File: config.mk
export PLATFORM = sky130hd
export DESIGN_NAME = sync_clock_and_pll_input_control
export DESIGN_NICKNAME = d
export VERILOG_FILES = /design/src/sync_clock_pkg.sv /design/src/ref_input_divider.sv /design/src/sync_clock_out.sv /design/src/sync_clock_and_pll_input_control.sv
export VERILOG_INCLUDE_DIRS = /design/src
export SDC_FILE = /design/constraint.sdc
export NUM_CORES = 1
export LEC_CHECK = 0
export ABC_AREA = 1
export CAP_MARGIN = 20
export CORE_MARGIN = 5
export CORE_UTILIZATION = 50
export DETAILED_ROUTE_END_ITERATION = 6
export DONT_BUFFER_PORTS = 1
export PLACE_DENSITY = 0.76
export SETUP_SLACK_MARGIN = 0.15
export SYNTH_ARGS = -nofsm -noshare
export SYNTH_HDL_FRONTEND = slang
export SYNTH_SLANG_ARGS = --single-unit
File: constraint.sdc
create_clock -name clk_i -period 1.4 [get_ports clk_i]
set_input_delay 0 -clock clk_i [delete_from_list [all_inputs] [get_ports clk_i]]
set_output_delay 0 -clock clk_i [all_outputs]
set_load 0.1 [all_outputs]
File: src/sync_clock_regs.svh
// constants of the sync clock and pll input control block
// assumes a 32-bit classic wishbone slave, byte address = 4 * index
// ---------------------------------------------------------------
// ---------------------------------------------------------------
`ifndef SYNC_CLOCK_REGS_SVH
`define SYNC_CLOCK_REGS_SVH

// ---------------------------------------------------------------
// register indices
// ---------------------------------------------------------------
`define OPC_IDX 6'h01
`define CPC_IDX 6'h02

// ---------------------------------------------------------------
// field positions
// ---------------------------------------------------------------
`define OPC_DROV_EN 13
`define OPC_SYNC_EN 11
`define OPC_SYNC_INV 10
`define CPC_DIV_RST 22
`define CPC_DIV_HI 21
`define CPC_DIV_LO 20
`define CPC_DBL_EN 19
`define CPC_PLL_EN 18
`define CPC_DIV_EN 17
`define CPC_DBL_EDGE 16

// ---------------------------------------------------------------
// reset values and writable masks
// ---------------------------------------------------------------
`define OPC_RST 32'h0000_0800
`define OPC_MASK 32'h0000_2C00
`define CPC_RST 32'h0000_0000
`define CPC_MASK 32'h007F_0000

`endif

File: src/sync_clock_pkg.sv
// types of the sync clock and pll input control block
// assumes nothing beyond a systemverilog compiler
package sync_clock_pkg;
  typedef enum logic [1:0] {
    BUS_IDLE = 2'b01,
    BUS_ACK = 2'b10
  } bus_state_t;
  typedef logic [1:0] div_sel_t;
endpackage

File: src/ref_input_divider.sv
// reference clock input divider working on reference ticks
// assumes ref_tick_i is a one-cycle pulse synchronous to clk_i
`include "sync_clock_regs.svh"
module ref_input_divider (
  // clock and reset
  input wire logic clk_i,
  input wire logic rst_i,
  // control
  input wire logic div_en_i,
  input wire logic div_rst_i,
  input wire sync_clock_pkg::div_sel_t div_sel_i,
  // ticks
  input wire logic ref_tick_i,
  output logic div_tick_o
);
  logic [2:0] cnt_q;
  logic [2:0] limit;

  assign limit = 3'(({2'b00, 1'b1} << div_sel_i) - 3'h1);

  // a held reset keeps the divider parked, so phase restarts on release
  always_ff @(posedge clk_i) begin
    if (rst_i || div_rst_i) begin
      cnt_q <= 3'h0;
      div_tick_o <= 1'b0;
    end else if (!div_en_i) begin
      cnt_q <= 3'h0;
      div_tick_o <= ref_tick_i;
    end else if (ref_tick_i) begin
      if (cnt_q >= limit) begin
        cnt_q <= 3'h0;
        div_tick_o <= 1'b1;
      end else begin
        cnt_q <= cnt_q + 3'h1;
        div_tick_o <= 1'b0;
      end
    end else begin
      div_tick_o <= 1'b0;
    end
  end
endmodule // ref_input_divider

File: src/sync_clock_out.sv
// internal sync clock, its output pin and the I/Q phase marker
// assumes sys_tick_i is one system clock tick per pulse
module sync_clock_out (
  // clock and reset
  input wire logic clk_i,
  input wire logic rst_i,
  // control
  input wire logic pin_en_i,
  input wire logic invert_i,
  input wire logic sys_tick_i,
  // outputs
  output logic sync_pin_o,
  output logic q_phase_o,
  output logic asm_tick_o
);
  logic sync_q;
  logic sync_d;

  assign sync_d = sys_tick_i ? !sync_q : sync_q;

  // internal clock never stops, so the data assembler keeps its timing
  always_ff @(posedge clk_i) begin
    if (rst_i) begin
      sync_q <= 1'b0;
      asm_tick_o <= 1'b0;
      q_phase_o <= 1'b0;
    end else begin
      sync_q <= sync_d;
      asm_tick_o <= sys_tick_i && !sync_q;
      q_phase_o <= sync_d;
    end
  end

  always_ff @(posedge clk_i) begin
    if (rst_i) begin
      sync_pin_o <= 1'b0;
    end else if (!pin_en_i) begin
      sync_pin_o <= 1'b0;
    end else begin
      sync_pin_o <= sync_d ^ invert_i;
    end
  end
endmodule // sync_clock_out

File: src/sync_clock_and_pll_input_control.sv
// top of the sync clock and pll input control block
// assumes a classic wishbone master and reference/pll tick pulses
`include "sync_clock_regs.svh"
module sync_clock_and_pll_input_control (
  // clock and reset
  input wire logic clk_i,
  input wire logic rst_i,
  // wishbone slave
  input wire logic wb_cyc_i,
  input wire logic wb_stb_i,
  input wire logic wb_we_i,
  input wire logic [7:0] wb_adr_i,
  input wire logic [3:0] wb_sel_i,
  input wire logic [31:0] wb_dat_i,
  output logic [31:0] wb_dat_o,
  output logic wb_ack_o,
  // clock path inputs
  input wire logic ref_tick_i,
  input wire logic pll_tick_i,
  input wire logic ramp_over_i,
  // outputs
  output logic ramp_over_indicator_o,
  output logic sync_clk_o,
  output logic q_phase_o,
  output logic assembler_tick_o,
  output logic sys_tick_o,
  output logic pll_enable_o,
  output logic doubler_active_o
);

  // ---------------------------------------------------------------
  // declarations
  // ---------------------------------------------------------------
  sync_clock_pkg::bus_state_t state_q;
  sync_clock_pkg::bus_state_t state_d;
  logic [31:0] output_pin_control_q;
  logic [31:0] clock_path_config_q;
  logic [31:0] opc_merge;
  logic [31:0] cpc_merge;
  logic [31:0] rdata;
  logic req;
  logic hit_opc;
  logic hit_cpc;
  logic wr_take;
  logic div_tick;
  logic sys_tick_q;
  logic pll_en;
  logic div_en;
  logic div_rst;
  logic dbl_en;
  logic dbl_edge;
  sync_clock_pkg::div_sel_t div_sel;

  assign req = wb_cyc_i && wb_stb_i;
  assign pll_en = clock_path_config_q[`CPC_PLL_EN];
  assign div_en = clock_path_config_q[`CPC_DIV_EN];
  assign div_rst = clock_path_config_q[`CPC_DIV_RST];
  assign dbl_en = clock_path_config_q[`CPC_DBL_EN];
  assign dbl_edge = clock_path_config_q[`CPC_DBL_EDGE];
  assign div_sel = clock_path_config_q[`CPC_DIV_HI:`CPC_DIV_LO];

  // ---------------------------------------------------------------
  // bus handshake
  // ---------------------------------------------------------------
  // one wait cycle gives a registered ack and registered read data
  always_comb begin
    state_d = state_q;
    case (state_q)
      sync_clock_pkg::BUS_IDLE: begin
        if (req) begin
          state_d = sync_clock_pkg::BUS_ACK;
        end
      end
      sync_clock_pkg::BUS_ACK: begin
        state_d = sync_clock_pkg::BUS_IDLE;
      end
      default: begin
        state_d = sync_clock_pkg::BUS_IDLE;
      end
    endcase
  end

  always_ff @(posedge clk_i) begin
    if (rst_i) begin
      state_q <= sync_clock_pkg::BUS_IDLE;
      wb_ack_o <= 1'b0;
    end else begin
      state_q <= state_d;
      wb_ack_o <= (state_d == sync_clock_pkg::BUS_ACK);
    end
  end

  // ---------------------------------------------------------------
  // address decode
  // ---------------------------------------------------------------
  always_comb begin
    hit_opc = 1'b0;
    hit_cpc = 1'b0;
    if (wb_adr_i[7:2] == `OPC_IDX) begin
      hit_opc = 1'b1;
    end else if (wb_adr_i[7:2] == `CPC_IDX) begin
      hit_cpc = 1'b1;
    end
  end

  // unmapped words read as zero and ignore writes
  always_comb begin
    rdata = 32'h0000_0000;
    if (hit_opc) begin
      rdata = output_pin_control_q;
    end else if (hit_cpc) begin
      rdata = clock_path_config_q;
    end
  end

  always_ff @(posedge clk_i) begin
    if (rst_i) begin
      wb_dat_o <= 32'h0000_0000;
    end else if (req && state_q == sync_clock_pkg::BUS_IDLE) begin
      wb_dat_o <= rdata;
    end else if (!req) begin
      wb_dat_o <= 32'h0000_0000;
    end
  end

  // ---------------------------------------------------------------
  // register file
  // ---------------------------------------------------------------
  // a write lands on the same edge the master samples ack
  assign wr_take = req && wb_we_i && wb_ack_o;

  for (genvar gb = 0; gb < 4; gb++) begin : g_lane
    assign opc_merge[8*gb +: 8] = wb_sel_i[gb] ?
      wb_dat_i[8*gb +: 8] : output_pin_control_q[8*gb +: 8];
    assign cpc_merge[8*gb +: 8] = wb_sel_i[gb] ?
      wb_dat_i[8*gb +: 8] : clock_path_config_q[8*gb +: 8];
  end

  always_ff @(posedge clk_i) begin
    if (rst_i) begin
      output_pin_control_q <= `OPC_RST;
    end else if (wr_take && hit_opc) begin
      output_pin_control_q <= opc_merge & `OPC_MASK;
    end
  end

  // divider reset bit is a level: the divider stays parked while set
  always_ff @(posedge clk_i) begin
    if (rst_i) begin
      clock_path_config_q <= `CPC_RST;
    end else if (wr_take && hit_cpc) begin
      clock_path_config_q <= cpc_merge & `CPC_MASK;
    end
  end

  // ---------------------------------------------------------------
  // reference path and system clock select
  // ---------------------------------------------------------------
  ref_input_divider u_div (
    .clk_i(clk_i),
    .rst_i(rst_i),
    .div_en_i(div_en),
    .div_rst_i(div_rst),
    .div_sel_i(div_sel),
    .ref_tick_i(ref_tick_i),
    .div_tick_o(div_tick)
  );

  // pll multiplication is analog; here it only picks the tick source
  always_ff @(posedge clk_i) begin
    if (rst_i) begin
      sys_tick_q <= 1'b0;
    end else if (pll_en) begin
      sys_tick_q <= pll_tick_i;
    end else begin
      sys_tick_q <= div_tick;
    end
  end

  assign sys_tick_o = sys_tick_q;

  always_ff @(posedge clk_i) begin
    if (rst_i) begin
      pll_enable_o <= 1'b0;
    end else begin
      pll_enable_o <= pll_en;
    end
  end

  always_ff @(posedge clk_i) begin
    if (rst_i) begin
      doubler_active_o <= 1'b0;
    end else begin
      doubler_active_o <= dbl_en && dbl_edge;
    end
  end

  // ---------------------------------------------------------------
  // output pins
  // ---------------------------------------------------------------
  always_ff @(posedge clk_i) begin
    if (rst_i) begin
      ramp_over_indicator_o <= 1'b0;
    end else if (output_pin_control_q[`OPC_DROV_EN]) begin
      ramp_over_indicator_o <= ramp_over_i;
    end else begin
      ramp_over_indicator_o <= 1'b0;
    end
  end

  sync_clock_out u_sync (
    .clk_i(clk_i),
    .rst_i(rst_i),
    .pin_en_i(output_pin_control_q[`OPC_SYNC_EN]),
    .invert_i(output_pin_control_q[`OPC_SYNC_INV]),
    .sys_tick_i(sys_tick_q),
    .sync_pin_o(sync_clk_o),
    .q_phase_o(q_phase_o),
    .asm_tick_o(assembler_tick_o)
  );
endmodule // sync_clock_and_pll_input_control

==> metrics.cfg <==
[layout]
fin_area_um2 = 2162
utilization = 0.6479
fin_nets = 324
fill_cells = 292
final_common_cell = nor2_1
area_growth_pct = 24.95
diodes = 0
most-common-layout-cells = 38 x nor2_1, 34 x nand2_1, 26 x dfxtp_1, 25 x inv_1
drive_above_1_share = 0.2463
fin_cells = 314

[clock_network]
cts_max_path_buffers = 2
numClockSinks = 34
clk_pin_slew_ns = 0.10
tritoncts = yes
cts_buffers = 5
htreeDepth = 2
insertion_delay_ns = 0.33
ctsHoldBuffers = 23
ctsRootBufferMaster = clkbuf_4

[global_routing]
track_usage = 0.1560
overflow = 0
grt_pass1_wl_um = 5499
grt_pass1_vias = 1273
antenna_found_initial = 0
grt_max_degree = 16

[floorplanning]
dieArea_um2 = 4738
core-area_um2 = 3337
dieWidth_um = 68.83
fp.dieH_um = 68.83
rows = 21
ios = 92
initial_core_util = 0.5186

[setup_path]
arrival_ns = 1.55
startpoint_type = register
reg2reg_from = clock_path_config_q[20]
path_cells = or2_4, ha_4, nor2_2, o21ai_2, nand2_1, nand2_1, nor2_1
reg2reg_slack_ns = 0.09
rr_worst_depth = 7
r2r_end = u_div.cnt_q[2]
path_class = register to register
slowest_delay_ns = 0.34
end_kind = register
critPathMaxFanout = 3
cp.required_ns = 1.63
cp_slowest_cell = dfxtp_2
cp_common_cell = nand2_1

[timing]
timing.final.crit_share = 0.9387
final-max-slew-violation-count = 0
rsz0062_at_grt = true
finClkSkew_ns = 0.002812
worst_hold_slack_ns = -0.2598
tightest_slew_ns = 0.6029
min_period_ns = 1.314
tns_ns = 0
max_freq_mhz = 760.9
hold_violations = 3
finalSetupViolCount = 0
max-slew-margin-rel = 0.5980

[hold_path]
hold_class = input port to register
min_to = u_div.cnt_q[1]
min_from = ref_tick_i
min_delay_path_depth = 1

[run_status]
violations = negative hold slack
outcome = finished, violations left

[pwr]
powerDensity_nw_per_um2 = 921.0
p_leak_nw = 0.9874
peakVddDrop_mv = 0.4399

[routing]
drcViolationCount = 0
final_antenna_net_count = 0
drt_iter0_markers = 86
viasPerCell = 4.478
wirelength_um = 3406
via_count = 1406
drtPass1Iterations = 5
post_drt_wl_per_cell_um = 10.85

[placement]
dpl.cell_count = 281
hpwl_um = 2524
portBuffers = 0
place_congestion = 0.7357
placed_area_um2 = 1843

[yosys]
yosysWarnings = 0
synthDominantCellAreaShare = 0.3933
synthCells = 220
async_flop_share = 0
avgSynthCellArea_um2 = 7.866
syn-cell-area_um2 = 1730
synth_edf_count = 0
yosysTopAreaCell = dfxtp_1
synthFlopType = dfxtp_1
synth_seq_cells = 34
synthTopCellsByArea = dfxtp_1 39%, buf_4 9.5%, nor2_1 8.5%, nand2_1 7.4%, inv_1 5.4%
yosysSeqAreaShare = 0.3933
synth_cell_types = 29

[job]
maxCapViolCount = 0

==> Yosys cell counts (2+ instances only) <==
cell type,number
inv_1,25
nand2_1,34
nor2_2,2
a21oi_1,8
nand3_2,8
nor2_1,39
nand2_4,2
nand3_1,14
ha_1,5
nor2_4,3
a21oi_2,3
xor2_1,2
dfxtp_1,34
or2_2,2
buf_4,22
o21ai_0,4
==> layout make-up <==
type | instances | area, µm² | share of cell area
Timing Repair Buffer | 45 | 397.9 | 0.1840
Clock buffer | 7 | 55.05 | 0.02546
Inverter | 26 | 97.59 | 0.04514
Multi-Input combinational cell | 155 | 850.8 | 0.3935
Clock inverter | 1 | 5.005 | 0.002315
Tap cell | 46 | 57.56 | 0.02662
Sequential cell | 34 | 698.2 | 0.3229
==> sequential cells by signal, summed over array words and instances (netlist names) <==
signal and cells:
clock_path_config_q 7, doubler_active_o 1, output_pin_control_q 3, pll_enable_o 1, ramp_over_indicator_o 1, state_q 2
sys_tick_o 1, u_div.cnt_q 3, u_div.div_tick_o 1, u_sync.asm_tick_o 1, u_sync.sync_pin_o 1, u_sync.sync_q 1
wb_ack_o 1, wb_dat_o 10
==> how the worst max path moves through the flow <==
stage                                  from              to  slack [ns]  cells after the start
global placement    clock_path_config_q[20]  u_div.cnt_q[0]        0.02                      7
detailed placement  clock_path_config_q[20]  u_div.cnt_q[0]        0.01                      7
floorplan           clock_path_config_q[20]  u_div.cnt_q[0]        0.10                      7
finish              clock_path_config_q[20]  u_div.cnt_q[2]        0.09                      7
CTS                 clock_path_config_q[20]  u_div.cnt_q[2]        0.08                      7
global route        clock_path_config_q[20]  u_div.cnt_q[2]       0.005                      7
==> cell families after synthesis <==
| family | after synthesis | synth area share |
|---|---|---|
| fa+ha+maj | 5 | 0.03615 |
| other cells | 1 | 0.002167 |
| simple gates | 109 | 0.3254 |
| xor+xnor | 3 | 0.01519 |
| buf+inv | 52 | 0.1750 |
| flops | 34 | 0.3933 |
| compound gates | 16 | 0.05279 |
==> per-layer routing <==
layer | vias to the layer above | part of all wire | GRT usage
met3 | 6 | 0.088 | 0.04862
met1 | 614 | 0.41 | 0.1788
met2 | 57 | 0.49 | 0.2729
met4 | 0 | 0.012 | 0.05353
met5 | - | 0 | 0
li1 | 729 | - | -
==> worst max-delay path: cells and delay by family, from the launching register on <==
kind	cells	cell delay (ns)
fa+ha+maj	1	0.26
flops	1	0.34
simple gates	5	0.47
compound gates	1	0.14
==> repair_timing <==
action                                 4_1_cts  5_1_grt
endpoints found under the hold margin       30        3
setup buffers                                1        1
pin swaps                                    3        2
setup endpoints to repair                    4        4
resized for setup                            4        2
==> per-stage QoR <==
stage                     setup slack [ns]  power (mW)
after floorplan                     0.1043       1.432
after global placement             0.01859       1.397
after detailed placement           0.01308       1.399
after CTS                          0.08149       2.011
after global routing              0.004702       2.076
final                              0.08576       1.991
==> report_power, final <==
group | internal [mW] | leakage, nW | switching, mW
registers | 0.974 | 0.280 | 0.00410
clock network | 0.243 | 0.0353 | 0.305
logic | 0.0790 | 0.672 | 0.386
Power figures use the tool's default switching activity.
